$ cat src/hdl/line_status_pkg.sv
/*
  Constants shared by the line status block: register offsets, status bit
  positions, reset values and frame timing.
  Assumes a single APB clock domain at 100 MHz.
*/
// Behaviour
// - The FIFO error summary bit is set while any stored receive character carries a parity, framing or break mark.
// - The FIFO error summary bit clears only once no character left in the receive FIFO carries any error mark.
// - Outside FIFO mode the transmitter-empty bit is 1 only when holding and shift registers are both empty.
// - In FIFO mode the transmitter-empty bit is 1 whenever the transmit FIFO and the shift register are both empty.
// - Outside FIFO mode the holding-empty bit rises when the holding character moves to the shift register and falls when the CPU loads the holding register.
// - In FIFO mode the holding-empty bit is set while the transmit FIFO is empty and cleared once one byte is written into it.
// - A holding-empty interrupt is raised when the holding-empty bit rises while its interrupt enable is set, and stays until cleared.
// - The break bit is set when the serial input stays low for one full character frame time.
// - In FIFO mode a break, however long, places one single break character in the receive FIFO.
// - The framing error bit is set when a received character lacks a valid stop bit.
// - The parity error bit is set when a received character's parity does not match the configured setting.
// - In FIFO mode parity and framing bits show the error marks of the character at the top of the receive FIFO.
// - The overrun bit is set when a character completes in the shift register while the receive FIFO is full.
// - On overrun the new character is not moved into the FIFO, so the FIFO contents stay intact.
// - The receive-data-ready bit is 1 while the holding register or FIFO holds a character, else 0.
package line_status_pkg;

  // ---------------------------------------------------------------
  // register byte offsets
  // ---------------------------------------------------------------
  localparam logic [7:0] OFS_LINE_STATUS = 8'h00;
  localparam logic [7:0] OFS_RX_DATA = 8'h04;
  localparam logic [7:0] OFS_TX_DATA = 8'h08;
  localparam logic [7:0] OFS_CONTROL = 8'h0C;
  localparam logic [7:0] OFS_IRQ_STATUS = 8'h10;
  localparam logic [7:0] OFS_IRQ_MASK = 8'h14;

  // ---------------------------------------------------------------
  // line status bit positions
  // ---------------------------------------------------------------
  localparam int BIT_DATA_READY = 0;
  localparam int BIT_OVERRUN = 1;
  localparam int BIT_PARITY = 2;
  localparam int BIT_FRAMING = 3;
  localparam int BIT_BREAK = 4;
  localparam int BIT_HOLD_EMPTY = 5;
  localparam int BIT_TX_EMPTY = 6;
  localparam int BIT_FIFO_ERROR = 7;

  // control register fields
  localparam int CTL_FIFO_MODE = 0;
  localparam int CTL_HOLD_IE = 1;
  localparam int CTL_PARITY_EN = 2;
  localparam int CTL_PARITY_ODD = 3;
  localparam int CTL_TX_ENABLE = 4;

  // interrupt status bits
  localparam int IRQ_HOLD_EMPTY = 0;
  localparam int IRQ_RX_READY = 1;
  localparam int IRQ_LINE_ERROR = 2;
  localparam int IRQ_WIDTH = 3;

  // stored receive entry: {break, framing, parity, data[7:0]}
  localparam int ENT_PARITY = 8;
  localparam int ENT_FRAMING = 9;
  localparam int ENT_BREAK = 10;
  localparam int ENTRY_W = 11;

  // ---------------------------------------------------------------
  // reset values and timing
  // ---------------------------------------------------------------
  localparam logic [7:0] CONTROL_RESET = 8'h10;
  localparam logic [IRQ_WIDTH-1:0] MASK_RESET = 3'h0;
  localparam int CLK_HZ = 100_000_000;
  localparam int BAUD_HZ = 1_000_000;
  localparam int BIT_CYCLES = CLK_HZ / BAUD_HZ;
  localparam int FRAME_BITS = 10;
  localparam int DATA_BITS = 8;

endpackage : line_status_pkg

$ cat src/hdl/char_fifo.sv
/*
  Flip-flop character FIFO with unguarded push and pop strobes.
  Assumes the caller never pops when empty nor pushes when full.
*/
`timescale 1ns/1ps
`default_nettype none
module char_fifo #(
  parameter int WIDTH = 11,
  parameter int DEPTH = 16
) (
  input wire logic pclk,
  input wire logic presetn,
  input wire logic ce,
  input wire logic push,
  input wire logic [WIDTH-1:0] push_data,
  input wire logic pop,
  output logic [WIDTH-1:0] head,
  output logic empty,
  output logic full,
  output logic [$clog2(DEPTH+1)-1:0] count
);
  localparam int AW = $clog2(DEPTH);
  logic [WIDTH-1:0] mem_reg [DEPTH];
  logic [AW-1:0] wr_reg;
  logic [AW-1:0] rd_reg;
  logic [$clog2(DEPTH+1)-1:0] cnt_reg;

  // status decode
  assign head = mem_reg[rd_reg];
  assign empty = (cnt_reg == '0);
  assign full = (cnt_reg == DEPTH[$clog2(DEPTH+1)-1:0]);
  assign count = cnt_reg;

  // storage, written only; no reset needed for data
  always_ff @(posedge pclk)
  begin
    if (ce && push)
      mem_reg[wr_reg] <= push_data;
  end

  // pointers wrap at depth, which is a power of two
  always_ff @(posedge pclk or negedge presetn)
  begin
    if (!presetn)
    begin
      wr_reg <= '0;
      rd_reg <= '0;
      cnt_reg <= '0;
    end
    else if (ce)
    begin
      if (push)
        wr_reg <= wr_reg + 1'b1;
      if (pop)
        rd_reg <= rd_reg + 1'b1;
      if (push && !pop)
        cnt_reg <= cnt_reg + 1'b1;
      else if (pop && !push)
        cnt_reg <= cnt_reg - 1'b1;
    end
  end
endmodule : char_fifo
`default_nettype wire

$ cat src/hdl/rx_frame.sv
/*
  Serial receiver: samples the serial input mid-bit, checks parity and stop,
  and flags a line held low for a whole frame as a break.
  Assumes serial_input is synchronous to pclk.
*/
`timescale 1ns/1ps
`default_nettype none
module rx_frame
  import line_status_pkg::*;
#(
  parameter int BIT_CYC = BIT_CYCLES
) (
  input wire logic pclk,
  input wire logic presetn,
  input wire logic ce,
  input wire logic serial_input,
  input wire logic parity_en,
  input wire logic parity_odd,
  output logic done,
  output logic [ENTRY_W-1:0] entry
);
  logic [15:0] cyc_reg;
  logic [3:0] bit_reg;
  logic [9:0] shf_reg;
  logic busy_reg;
  logic brk_hold_reg;
  logic [3:0] nbits;
  logic mid;
  logic par_bad;
  logic all_low;

  // frame length follows parity option
  assign nbits = parity_en ? 4'(FRAME_BITS + 1) : 4'(FRAME_BITS);
  assign mid = (cyc_reg == 16'(BIT_CYC / 2));
  // at the stop sample shf_reg[9:1] holds parity and data, or [9:2] data alone
  assign par_bad = parity_en && (^{shf_reg[9:1], parity_odd});
  assign all_low = parity_en ? (shf_reg[9:1] == '0) : (shf_reg[9:2] == '0);

  // bit timing and shifting; a break repeats nothing until the line idles
  always_ff @(posedge pclk or negedge presetn)
  begin
    if (!presetn)
    begin
      cyc_reg <= '0;
      bit_reg <= '0;
      shf_reg <= '0;
      busy_reg <= 1'b0;
      brk_hold_reg <= 1'b0;
      done <= 1'b0;
      entry <= '0;
    end
    else if (ce)
    begin
      done <= 1'b0;
      if (serial_input)
        brk_hold_reg <= 1'b0;
      if (!busy_reg)
      begin
        cyc_reg <= '0;
        bit_reg <= '0;
        if (!serial_input && !brk_hold_reg)
          busy_reg <= 1'b1;
      end
      else if (cyc_reg == 16'(BIT_CYC - 1))
        cyc_reg <= '0;
      else
        cyc_reg <= cyc_reg + 16'h0001;
      if (busy_reg && mid)
      begin
        bit_reg <= bit_reg + 4'h1;
        if (bit_reg != 4'h0)
          shf_reg <= {serial_input, shf_reg[9:1]};
        if (bit_reg == nbits - 4'h1)
        begin
          busy_reg <= 1'b0;
          done <= 1'b1;
          entry[DATA_BITS-1:0] <= parity_en ? shf_reg[8:1] : shf_reg[9:2];
          entry[ENT_FRAMING] <= !serial_input;
          entry[ENT_PARITY] <= par_bad;
          entry[ENT_BREAK] <= !serial_input && all_low;
          brk_hold_reg <= !serial_input;
        end
      end
    end
  end
endmodule : rx_frame
`default_nettype wire

$ cat src/hdl/uart_line_status_logic.sv
/*
  Line status logic of one serial channel with APB register access,
  receive and transmit FIFOs and a sticky interrupt status.
  Assumes one 100 MHz clock, APB master on pclk, serial input synchronous.
*/
`timescale 1ns/1ps
`default_nettype none
module uart_line_status_logic
  import line_status_pkg::*;
#(
  parameter int FIFO_DEPTH = 16,
  parameter int BIT_CYC = BIT_CYCLES
) (
  input wire logic pclk,
  input wire logic presetn,
  input wire logic clk_en,
  input wire logic psel,
  input wire logic penable,
  input wire logic pwrite,
  input wire logic [7:0] paddr,
  input wire logic [31:0] pwdata,
  output logic [31:0] prdata,
  output logic pready,
  output logic pslverr,
  input wire logic serial_input,
  output logic serial_output,
  output logic irq
);
  localparam int CW = $clog2(FIFO_DEPTH + 1);

  // ---------------------------------------------------------------
  // bus decode
  // ---------------------------------------------------------------
  logic [7:0] control_reg;
  logic [IRQ_WIDTH-1:0] irq_stat_reg;
  logic [IRQ_WIDTH-1:0] irq_mask_reg;
  logic overrun_reg;
  logic parity_reg;
  logic framing_reg;
  logic break_reg;
  logic hold_empty_reg;
  logic [7:0] tx_holding_register;
  logic hold_full_reg;
  logic [7:0] rx_holding_reg;
  logic rx_hold_valid_reg;
  logic [9:0] tx_shift_register;
  logic [3:0] tx_bits_reg;
  logic [15:0] tx_cyc_reg;
  logic setup;
  logic wr_en;
  logic rd_en;
  logic sel_lsr;
  logic sel_rx;
  logic sel_tx;
  logic sel_ctl;
  logic sel_ist;
  logic sel_msk;
  logic unmapped;
  logic fifo_mode;

  assign setup = psel && !penable && clk_en;
  assign wr_en = setup && pwrite;
  assign rd_en = setup && !pwrite;
  assign sel_lsr = (paddr == OFS_LINE_STATUS);
  assign sel_rx = (paddr == OFS_RX_DATA);
  assign sel_tx = (paddr == OFS_TX_DATA);
  assign sel_ctl = (paddr == OFS_CONTROL);
  assign sel_ist = (paddr == OFS_IRQ_STATUS);
  assign sel_msk = (paddr == OFS_IRQ_MASK);
  assign unmapped = !(sel_lsr | sel_rx | sel_tx | sel_ctl | sel_ist | sel_msk);
  assign fifo_mode = control_reg[CTL_FIFO_MODE];

  // ---------------------------------------------------------------
  // receive path
  // ---------------------------------------------------------------
  logic rx_done;
  logic [ENTRY_W-1:0] rx_entry;
  logic [ENTRY_W-1:0] rxf_head;
  logic rxf_empty;
  logic rxf_full;
  logic [CW-1:0] rxf_count;
  logic rxf_push;
  logic rxf_pop;
  logic [CW-1:0] err_cnt_reg;
  logic err_in;
  logic err_out;
  logic overrun_ev;
  logic rx_ready;

  rx_frame #(.BIT_CYC(BIT_CYC)) u_rx (
    .pclk(pclk),
    .presetn(presetn),
    .ce(clk_en),
    .serial_input(serial_input),
    .parity_en(control_reg[CTL_PARITY_EN]),
    .parity_odd(control_reg[CTL_PARITY_ODD]),
    .done(rx_done),
    .entry(rx_entry)
  );

  // full fifo drops the newcomer, keeping stored characters intact
  // a read in the same cycle frees the holding register, so no overrun then
  assign overrun_ev = rx_done && (fifo_mode ? rxf_full
                                            : (rx_hold_valid_reg && !(rd_en && sel_rx)));
  assign rxf_push = rx_done && fifo_mode && !rxf_full;
  assign rxf_pop = rd_en && sel_rx && fifo_mode && !rxf_empty;
  assign err_in = |rx_entry[ENT_BREAK:ENT_PARITY];
  assign err_out = |rxf_head[ENT_BREAK:ENT_PARITY];
  assign rx_ready = fifo_mode ? !rxf_empty : rx_hold_valid_reg;

  char_fifo #(.WIDTH(ENTRY_W), .DEPTH(FIFO_DEPTH)) u_rxf (
    .pclk(pclk),
    .presetn(presetn),
    .ce(clk_en),
    .push(rxf_push),
    .push_data(rx_entry),
    .pop(rxf_pop),
    .head(rxf_head),
    .empty(rxf_empty),
    .full(rxf_full),
    .count(rxf_count)
  );

  // count of stored characters with error marks; drives the summary bit
  always_ff @(posedge pclk or negedge presetn)
  begin
    if (!presetn)
      err_cnt_reg <= '0;
    else if (clk_en)
      err_cnt_reg <= err_cnt_reg + CW'(rxf_push && err_in) - CW'(rxf_pop && err_out);
  end

  // non-fifo receive holding register
  always_ff @(posedge pclk or negedge presetn)
  begin
    if (!presetn)
    begin
      rx_holding_reg <= '0;
      rx_hold_valid_reg <= 1'b0;
    end
    else if (clk_en)
    begin
      if (rx_done && !fifo_mode && (!rx_hold_valid_reg || (rd_en && sel_rx)))
      begin
        rx_holding_reg <= rx_entry[DATA_BITS-1:0];
        rx_hold_valid_reg <= 1'b1;
      end
      else if (rd_en && sel_rx)
        rx_hold_valid_reg <= 1'b0;
    end
  end

  // ---------------------------------------------------------------
  // transmit path
  // ---------------------------------------------------------------
  logic [ENTRY_W-1:0] txf_head;
  logic txf_empty;
  logic txf_full;
  logic txf_push;
  logic txf_pop;
  logic tx_busy;
  logic tx_load;
  logic src_ready;
  logic [7:0] src_byte;
  logic tx_wr;

  assign tx_wr = wr_en && sel_tx;
  assign txf_push = tx_wr && fifo_mode && !txf_full;
  assign tx_busy = (tx_bits_reg != 4'h0);
  assign src_ready = fifo_mode ? !txf_empty : hold_full_reg;
  assign src_byte = fifo_mode ? txf_head[7:0] : tx_holding_register;
  assign tx_load = !tx_busy && src_ready && control_reg[CTL_TX_ENABLE];
  assign txf_pop = tx_load && fifo_mode;

  char_fifo #(.WIDTH(ENTRY_W), .DEPTH(FIFO_DEPTH)) u_txf (
    .pclk(pclk),
    .presetn(presetn),
    .ce(clk_en),
    .push(txf_push),
    .push_data({3'h0, pwdata[7:0]}),
    .pop(txf_pop),
    .head(txf_head),
    .empty(txf_empty),
    .full(txf_full),
    .count()
  );

  // holding register and shifter; shifter idles high
  always_ff @(posedge pclk or negedge presetn)
  begin
    if (!presetn)
    begin
      tx_holding_register <= '0;
      hold_full_reg <= 1'b0;
      tx_shift_register <= '1;
      tx_bits_reg <= '0;
      tx_cyc_reg <= '0;
      serial_output <= 1'b1;
    end
    else if (clk_en)
    begin
      if (tx_wr && !fifo_mode)
      begin
        tx_holding_register <= pwdata[7:0];
        hold_full_reg <= 1'b1;
      end
      else if (tx_load && !fifo_mode)
        hold_full_reg <= 1'b0;
      if (tx_load)
      begin
        tx_shift_register <= {1'b1, src_byte, 1'b0};
        tx_bits_reg <= 4'(FRAME_BITS);
        tx_cyc_reg <= '0;
      end
      else if (tx_busy)
      begin
        serial_output <= tx_shift_register[0];
        if (tx_cyc_reg == 16'(BIT_CYC - 1))
        begin
          tx_cyc_reg <= '0;
          tx_shift_register <= {1'b1, tx_shift_register[9:1]};
          tx_bits_reg <= tx_bits_reg - 4'h1;
        end
        else
          tx_cyc_reg <= tx_cyc_reg + 16'h0001;
      end
      else
        serial_output <= 1'b1;
    end
  end

  // ---------------------------------------------------------------
  // line status flags
  // ---------------------------------------------------------------
  logic lsr_read;
  logic hold_empty_next;
  logic tx_empty;
  logic [7:0] line_status_register;
  logic [ENTRY_W-1:0] err_src;

  assign lsr_read = rd_en && sel_lsr;
  // in fifo mode the marks of the head character are shown
  assign err_src = fifo_mode ? rxf_head : rx_entry;
  assign tx_empty = fifo_mode ? (txf_empty && !tx_busy)
                              : (!hold_full_reg && !tx_busy);
  assign hold_empty_next = fifo_mode ? (txf_empty && !txf_push)
                                     : ((hold_empty_reg || tx_load) && !tx_wr);
  assign line_status_register = {(err_cnt_reg != '0), tx_empty, hold_empty_reg, break_reg,
                                 framing_reg, parity_reg, overrun_reg, rx_ready};

  // sticky error bits (in fifo mode parity, framing and break follow the head); a new event wins over the clear of a status read
  always_ff @(posedge pclk or negedge presetn)
  begin
    if (!presetn)
    begin
      overrun_reg <= 1'b0;
      parity_reg <= 1'b0;
      framing_reg <= 1'b0;
      break_reg <= 1'b0;
      hold_empty_reg <= 1'b1;
    end
    else if (clk_en)
    begin
      hold_empty_reg <= hold_empty_next;
      overrun_reg <= overrun_ev || (overrun_reg && !lsr_read);
      if (fifo_mode)
      begin
        parity_reg <= !rxf_empty && rxf_head[ENT_PARITY];
        framing_reg <= !rxf_empty && rxf_head[ENT_FRAMING];
        break_reg <= !rxf_empty && rxf_head[ENT_BREAK];
      end
      else
      begin
        parity_reg <= (rx_done && err_src[ENT_PARITY]) || (parity_reg && !lsr_read);
        framing_reg <= (rx_done && err_src[ENT_FRAMING]) || (framing_reg && !lsr_read);
        break_reg <= (rx_done && err_src[ENT_BREAK]) || (break_reg && !lsr_read);
      end
    end
  end

  // ---------------------------------------------------------------
  // interrupts and bus slave
  // ---------------------------------------------------------------
  logic [IRQ_WIDTH-1:0] irq_ev;
  logic [31:0] rd_mux;

  assign irq_ev = {overrun_ev || (rx_done && err_in), rx_done,
                   hold_empty_next && !hold_empty_reg && control_reg[CTL_HOLD_IE]};
  assign rd_mux = sel_lsr ? {24'h0, line_status_register}
                : sel_rx ? {24'h0, (fifo_mode ? rxf_head[7:0] : rx_holding_reg)}
                : sel_ctl ? {24'h0, control_reg}
                : sel_ist ? {29'h0, irq_stat_reg}
                : sel_msk ? {29'h0, irq_mask_reg}
                : 32'h0;

  // zero-wait answer: pready rises one cycle after setup
  always_ff @(posedge pclk or negedge presetn)
  begin
    if (!presetn)
    begin
      control_reg <= CONTROL_RESET;
      irq_mask_reg <= MASK_RESET;
      irq_stat_reg <= '0;
      irq <= 1'b0;
      prdata <= '0;
      pready <= 1'b0;
      pslverr <= 1'b0;
    end
    else if (clk_en)
    begin
      pready <= setup;
      pslverr <= setup && unmapped;
      if (rd_en)
        prdata <= rd_mux;
      if (wr_en && sel_ctl)
        control_reg <= pwdata[7:0];
      if (wr_en && sel_msk)
        irq_mask_reg <= pwdata[IRQ_WIDTH-1:0];
      irq_stat_reg <= irq_ev | (irq_stat_reg & ~((wr_en && sel_ist) ? pwdata[IRQ_WIDTH-1:0]
                                                                     : '0));
      irq <= |(irq_stat_reg & irq_mask_reg);
    end
  end
endmodule : uart_line_status_logic
`default_nettype wire

$ cat config.mk
export PLATFORM = sky130hd
export DESIGN_NAME = uart_line_status_logic
export DESIGN_NICKNAME = d
export VERILOG_FILES = /design/src/hdl/line_status_pkg.sv /design/src/hdl/char_fifo.sv /design/src/hdl/rx_frame.sv /design/src/hdl/uart_line_status_logic.sv
export SDC_FILE = /design/constraint.sdc
export NUM_CORES = 1
export LEC_CHECK = 0
export BUFFER_PORTS_ARGS = -buffer_cell sky130_fd_sc_hd__buf_4
export CAP_MARGIN = 5
export CORE_ASPECT_RATIO = 1.75
export CORE_MARGIN = 2
export CORE_UTILIZATION = 40
export DETAILED_ROUTE_END_ITERATION = 8
export MAX_ROUTING_LAYER = met4
export PLACE_DENSITY_LB_ADDON = 0.05
export SLEW_MARGIN = 40
export SYNTH_ARGS = -nofsm -noshare
export SYNTH_HDL_FRONTEND = slang
export SYNTH_SLANG_ARGS = --single-unit
$ cat constraint.sdc
create_clock -name pclk -period 4.9 [get_ports pclk]
set_input_delay 0.245 -clock pclk [delete_from_list [all_inputs] [get_ports pclk]]
set_output_delay 0.245 -clock pclk [all_outputs]
set_load 0.02 [all_outputs]
== Word level (Yosys, flattened, before mapping) ==
Memory sizes are Yosys's and may differ from the RTL's.
Index checks and enable logic that the tools add are counted.
Widths: inputs -> output; s select.
Storage, ports and cells
  memories: 2
  latch bits: 0
  logic and storage cells: 248
  output and inout bits: 36
  memory bits (read-only): 0
  RAM bits: 304
  bits in registers: 178
Memory list
  u_rxf.mem_reg: words 16, bits a word 11, read ports 1, clocked after memory_dff 0, write ports 1, RTL line char_fifo.sv:23  | logic [WIDTH-1:0] mem_reg [DEPTH];
  u_txf.mem_reg: words 16, bits a word 8, read ports 1, clocked after memory_dff 0, write ports 1, RTL line char_fifo.sv:23
Operators by class
  add/sub/neg operators: 15
  reduce and logical (&&, ||, !) cells: 120
  multipliers: 0
  muxes and demuxes: 55
  equal/unequal tests: 12
  bitwise operators: 10
  divide/modulo/power cells: 0
  shifts and indexed selects: 0
  magnitude comparators: 0
Operators with widths (count)
  $mux 16: 5
  $logic_and 1x1->1: 55
  $mux 8: 6
  $add 16x1->16 const B: 2
  $eq 16x7->1 const B: 2
  $reduce_and 2->1: 16
  $mux 10: 3
  $mux 1: 28
  $logic_not 1->1: 21
  $add 4x1->4 const B: 5
  $mux 4: 5
  $mux 5: 4
  $eq 16x6->1 const B: 1
  $eq 8x4->1 const B: 2
  $eq 8x5->1 const B: 2
  $logic_not 8->1: 2
  $reduce_bool 2->1: 6
  $mux 11: 1
  $add 5x1->5 const B: 2
  $eq 5x5->1 const B: 2
  $logic_not 5->1: 2
  $reduce_xor 10->1: 1
  $sub 5x1->5 const B: 2
  $logic_not 9->1: 1
  other kinds (17): 36

== Logic depth before layout (Yosys ltp) ==
  depth after elaboration: 13
  gate-level depth with buffers: 17
  depth with buffers taken out: 14

== Hierarchy ==
From an unflattened synthesis, not the netlist that was laid out.
Unflattened totals
  cell total of the unflattened synthesis: 1453
  area total of the unflattened synthesis: 22163.8 µm²
By module, submodules not included
  char_fifo: area an instance 7572.3 µm², sequential area each 5610.4 µm², times used 2, cells each 369
  uart_line_status_logic: area an instance 4680.7 µm², sequential area each 2092.0 µm², times used 1, cells each 488
  rx_frame: area an instance 2338.5 µm², sequential area each 1076.0 µm², times used 1, cells each 227

== Least setup slack after synthesis ==
No wires, ideal clock.
  path kind: reg-to-reg
  from: reg u_rxf.rd_reg[0]
  to: reg err_cnt_reg[4]
  library setup time: 0.123 ns
  path slack: 1.191 ns
  clock period less this slack: 3.709 ns
  data arrival time: 3.586 ns
  cell stages (with the launch flop): 18
  buffers on the path: 3
  path through: dfrtp_1 > clkbuf_1 > buf_2 > buf_2 > mux4_2 > a22oi_1 > nand3_1 > nor3_1 > nor2_1 > ha_1 > inv_1 > ha_1 > fa_1 > a21oi_1 > o21bai_1 > xnor2_1 > nand2_1 > xnor2_1
Between the ends
  word-level cells in the longest chain between the ends: 4
RTL lines
  from (decl): RTL line char_fifo.sv:25  | logic [AW-1:0] rd_reg;
  from (signal assigned): RTL line char_fifo.sv:55  | rd_reg <= rd_reg + 1'b1;
  $mem_v2 16x11
  $reduce_or 3->1: RTL line uart_line_status_logic.sv:108  | assign err_out = |rxf_head[ENT_BREAK:ENT_PARITY];
  $logic_and 1x1->1: RTL line uart_line_status_logic.sv:130  | err_cnt_reg <= err_cnt_reg + CW'(rxf_push && err_in) - CW'(rxf_pop && err_out);
  $sub 5x1->5: RTL line uart_line_status_logic.sv:130
  to (signal assigned): RTL line uart_line_status_logic.sv:130
  to (decl): RTL line uart_line_status_logic.sv:84  | logic [CW-1:0] err_cnt_reg;
Every way passes these cells.
A chain may end at the register's enable or synchronous reset.

== Worst setup path in the final report ==
Same ends and word-level chain as after synthesis.

==> flow_summary.ini <==
[power]
p_leak_nw = 8.612
power_density_nw_per_um2 = 365.7
peakVddDrop_uv = 280.8

[sta]
hold_viol_final = 0
fin_crit_sh = 0.7723
finalSetupViolCount = 0
maxSlewHeadroom = 0.4427
worst_hold_slack_ns = 0.02665
setup-tns-final_ns = 0
fin_crit_ns = 3.784
fmax_mhz = 264.2
skew_ns = 0.01968
timing.final.max_slew_violations = 0
layout_setup_ws_ns = 1.116
rsz0062_at_grt = no
tightest_slew_ns = 0.8329

[routing]
drt_iter0_markers = 782
wirelength_um = 49240
via_per_inst = 5.361
ant_nets = 0
post_drt_wl_per_cell_um = 23.59
first_pass_iters = 5
drc_errors = 0
vias = 11188

[critical_path]
rr_worst_depth = 15
worstSetupPathType = reg2reg
reg2reg_slack_ns = 1.12
cp.required_ns = 5.33
cp-start-kind = register
critPathMaxFanout = 22
end_kind = register
worstReg2RegStart = u_rxf.rd_reg[0]
r2r_end = err_cnt_reg[4]
cp.arrival_ns = 4.22

[floorplanning]
fp.dieW_um = 172.7
die_y_um = 299.2
ios = 83
fp.coreArea_um2 = 49460
rows = 108
start_util = 0.4027
dieArea_um2 = 51660

[worst_hold_path]
min_path_cells = 3
hold_path_end = pslverr
hold_class = in2reg
min_from = paddr[6]

[clock_network]
h-tree-depth = 2
clk_latency_ns = 0.56
cts_buffers = 45
cts_tree = yes
clkTransAtPathRegs_ns = 0.06
cts.path.max_buffers = 3
cts_sinks = 456
clock-root-buffer = clkbuf_16
cts.repair.resized = 0

[grt]
antenna_found_initial = 0
grt_use_total = 0.1993
grt_overflow = 0
grt_pass1_vias = 11960
grt_pass1_wl_um = 74820
grt_max_degree = 88

[synthesis]
synth_edf_count = 304
synth_seq_cells = 456
postSynth.asyncResetShare = 0.3333
synth-seq-area-share = 0.6501
synth_area_um2 = 19920
synth_cells = 1337
syn_avg_cell_area_um2 = 14.90
ys.flop_type = edfxtp_1
synth.distinct_cells = 71
ys_warn_count = 0

[final_layout]
diodes = 0
largest_reg_flops = 176
drive_above_1_share = 0.2116
fillers = 4488
nNetsFinal = 1476
area_growth_pct = 13.45

[place]
place_congestion = 0.7738
dp_slack_ns = 0.9360
dp_hpwl_um = 33740
io_buffer_count = 34

[run]
maxCapViolCount = 0

[outcome]
run_status = finished clean
-- timing repair --
action,in CTS,in global routing
buffers inserted,0,0
endpoints found under the hold margin,69,0
hold buffers,3,0
-- where the power goes --
part,switching [mW],total [mW],internal [mW]
clock,1.47,3.55,2.08
combinational,0.250,0.439,0.189
sequential,0.101,4.27,4.17
total,1.83,8.26,6.44
-- routing by layer --
layer  track usage  wire, um  vias up
met2        0.3729     27520      204
li1              -         -     5137
met4       0.06941      1662        0
met5             -         0        -
met1        0.2184     18600     5764
met3       0.02245      1452       83
-- placed cells by master, fill, tap and decap left out, types with 8 or more instances in the layout --
| master | n |
|---|---|
| nand4_1 | 13 |
| conb_1 | 24 |
| o21ai_0 | 60 |
| a31oi_1 | 12 |
| mux4_2 | 79 |
| buf_4 | 60 |
| edfxtp_1 | 304 |
| dfstp_2 | 12 |
| mux2_2 | 44 |
| xor2_1 | 23 |
| clkinv_1 | 8 |
| nor2_2 | 10 |
| xnor2_1 | 28 |
| mux2i_1 | 37 |
| a221oi_1 | 9 |
| nor3_1 | 15 |
| inv_1 | 44 |
| nand3_1 | 31 |
| a21oi_1 | 25 |
| nand2_1 | 77 |
| nor2b_1 | 12 |
| nor2_1 | 80 |
| nor4_1 | 8 |
| dfrtp_1 | 136 |
| o211ai_1 | 8 |
| clkbuf_16 | 46 |
| nand2b_1 | 11 |
| clkbuf_1 | 13 |
| ha_1 | 35 |
| and3_1 | 10 |
-- stage by stage --
stage          total power, mW  utilization  area [um2]  std cells
6_report                 8.264       0.4568       22590       2087
5_1_grt                  8.584       0.4568       22590       2087
4_1_cts                  8.371       0.4560       22550       2086
3_5_place_dp             4.797       0.4252       21030       2000
3_3_place_gp             4.791       0.4242       20980       2000
2_1_floorplan            4.618            -       20000       1360
-- worst max path at each step --
stage	slack (ns)	start	end
global route	0.84	u_rxf.rd_reg[0]	err_cnt_reg[4]
detailed placement	0.94	paddr[1]	u_txf.count[4]
floorplan	1.19	u_rxf.rd_reg[0]	err_cnt_reg[4]
CTS	1.05	u_rxf.rd_reg[0]	err_cnt_reg[4]
finish	1.12	u_rxf.rd_reg[0]	err_cnt_reg[4]
global placement	0.98	paddr[1]	u_txf.count[4]
-- synthesized netlist by cell type (all sizes together) (23+ instances only) --
cell type  count  area [um2]
mux4          79        1779
xor2          23       201.4
clkbuf        35       131.4
edfxtp       304        9129
nand2         79       301.5
nand3         31       155.2
xnor2         28       245.2
mux2i         37       370.4
o21ai         61       305.3
inv           45       168.9
a21oi         26       130.1
ha            35       437.9
nor2          97       364.1
buf           49       292.8
dfrtp        140        3503
mux2          44       495.5
-- area by class of cell --
cell class	count	area, um2	area share
Sequential cell	456	12950	0.5734
Multi-Input combinational cell	774	6584	0.2914
Clock buffer	61	1227	0.05433
Tap cell	660	825.8	0.03655
Timing Repair Buffer	68	563.0	0.02492
Clock inverter	22	266.5	0.01180
Inverter	46	172.7	0.007642
-- worst max-delay path, cell delays in order, from the launching register on --
cell and delay (ns):
dfrtp_2 0.62, buf_12 0.26, mux4_2 0.53, a22oi_1 0.22, nand3_1 0.15, nor3_1 0.20, nor2_1 0.12, ha_1 0.29
inv_1 0.04, ha_1 0.19, fa_1 0.41, a21oi_1 0.16, o21bai_1 0.09, xnor2_1 0.13, nand2_1 0.08, xnor2_1 0.14
-- cells by family after synthesis --
kind of cell	Yosys count	synth area share
buf+inv	130	0.02997
flops	456	0.6501
mux	160	0.1328
xor+xnor	51	0.02243
compound gates	181	0.05893
other cells	1	0.0001883
fa+ha+maj	38	0.02500
simple gates	320	0.08054
Power figures use the tool's default switching activity.
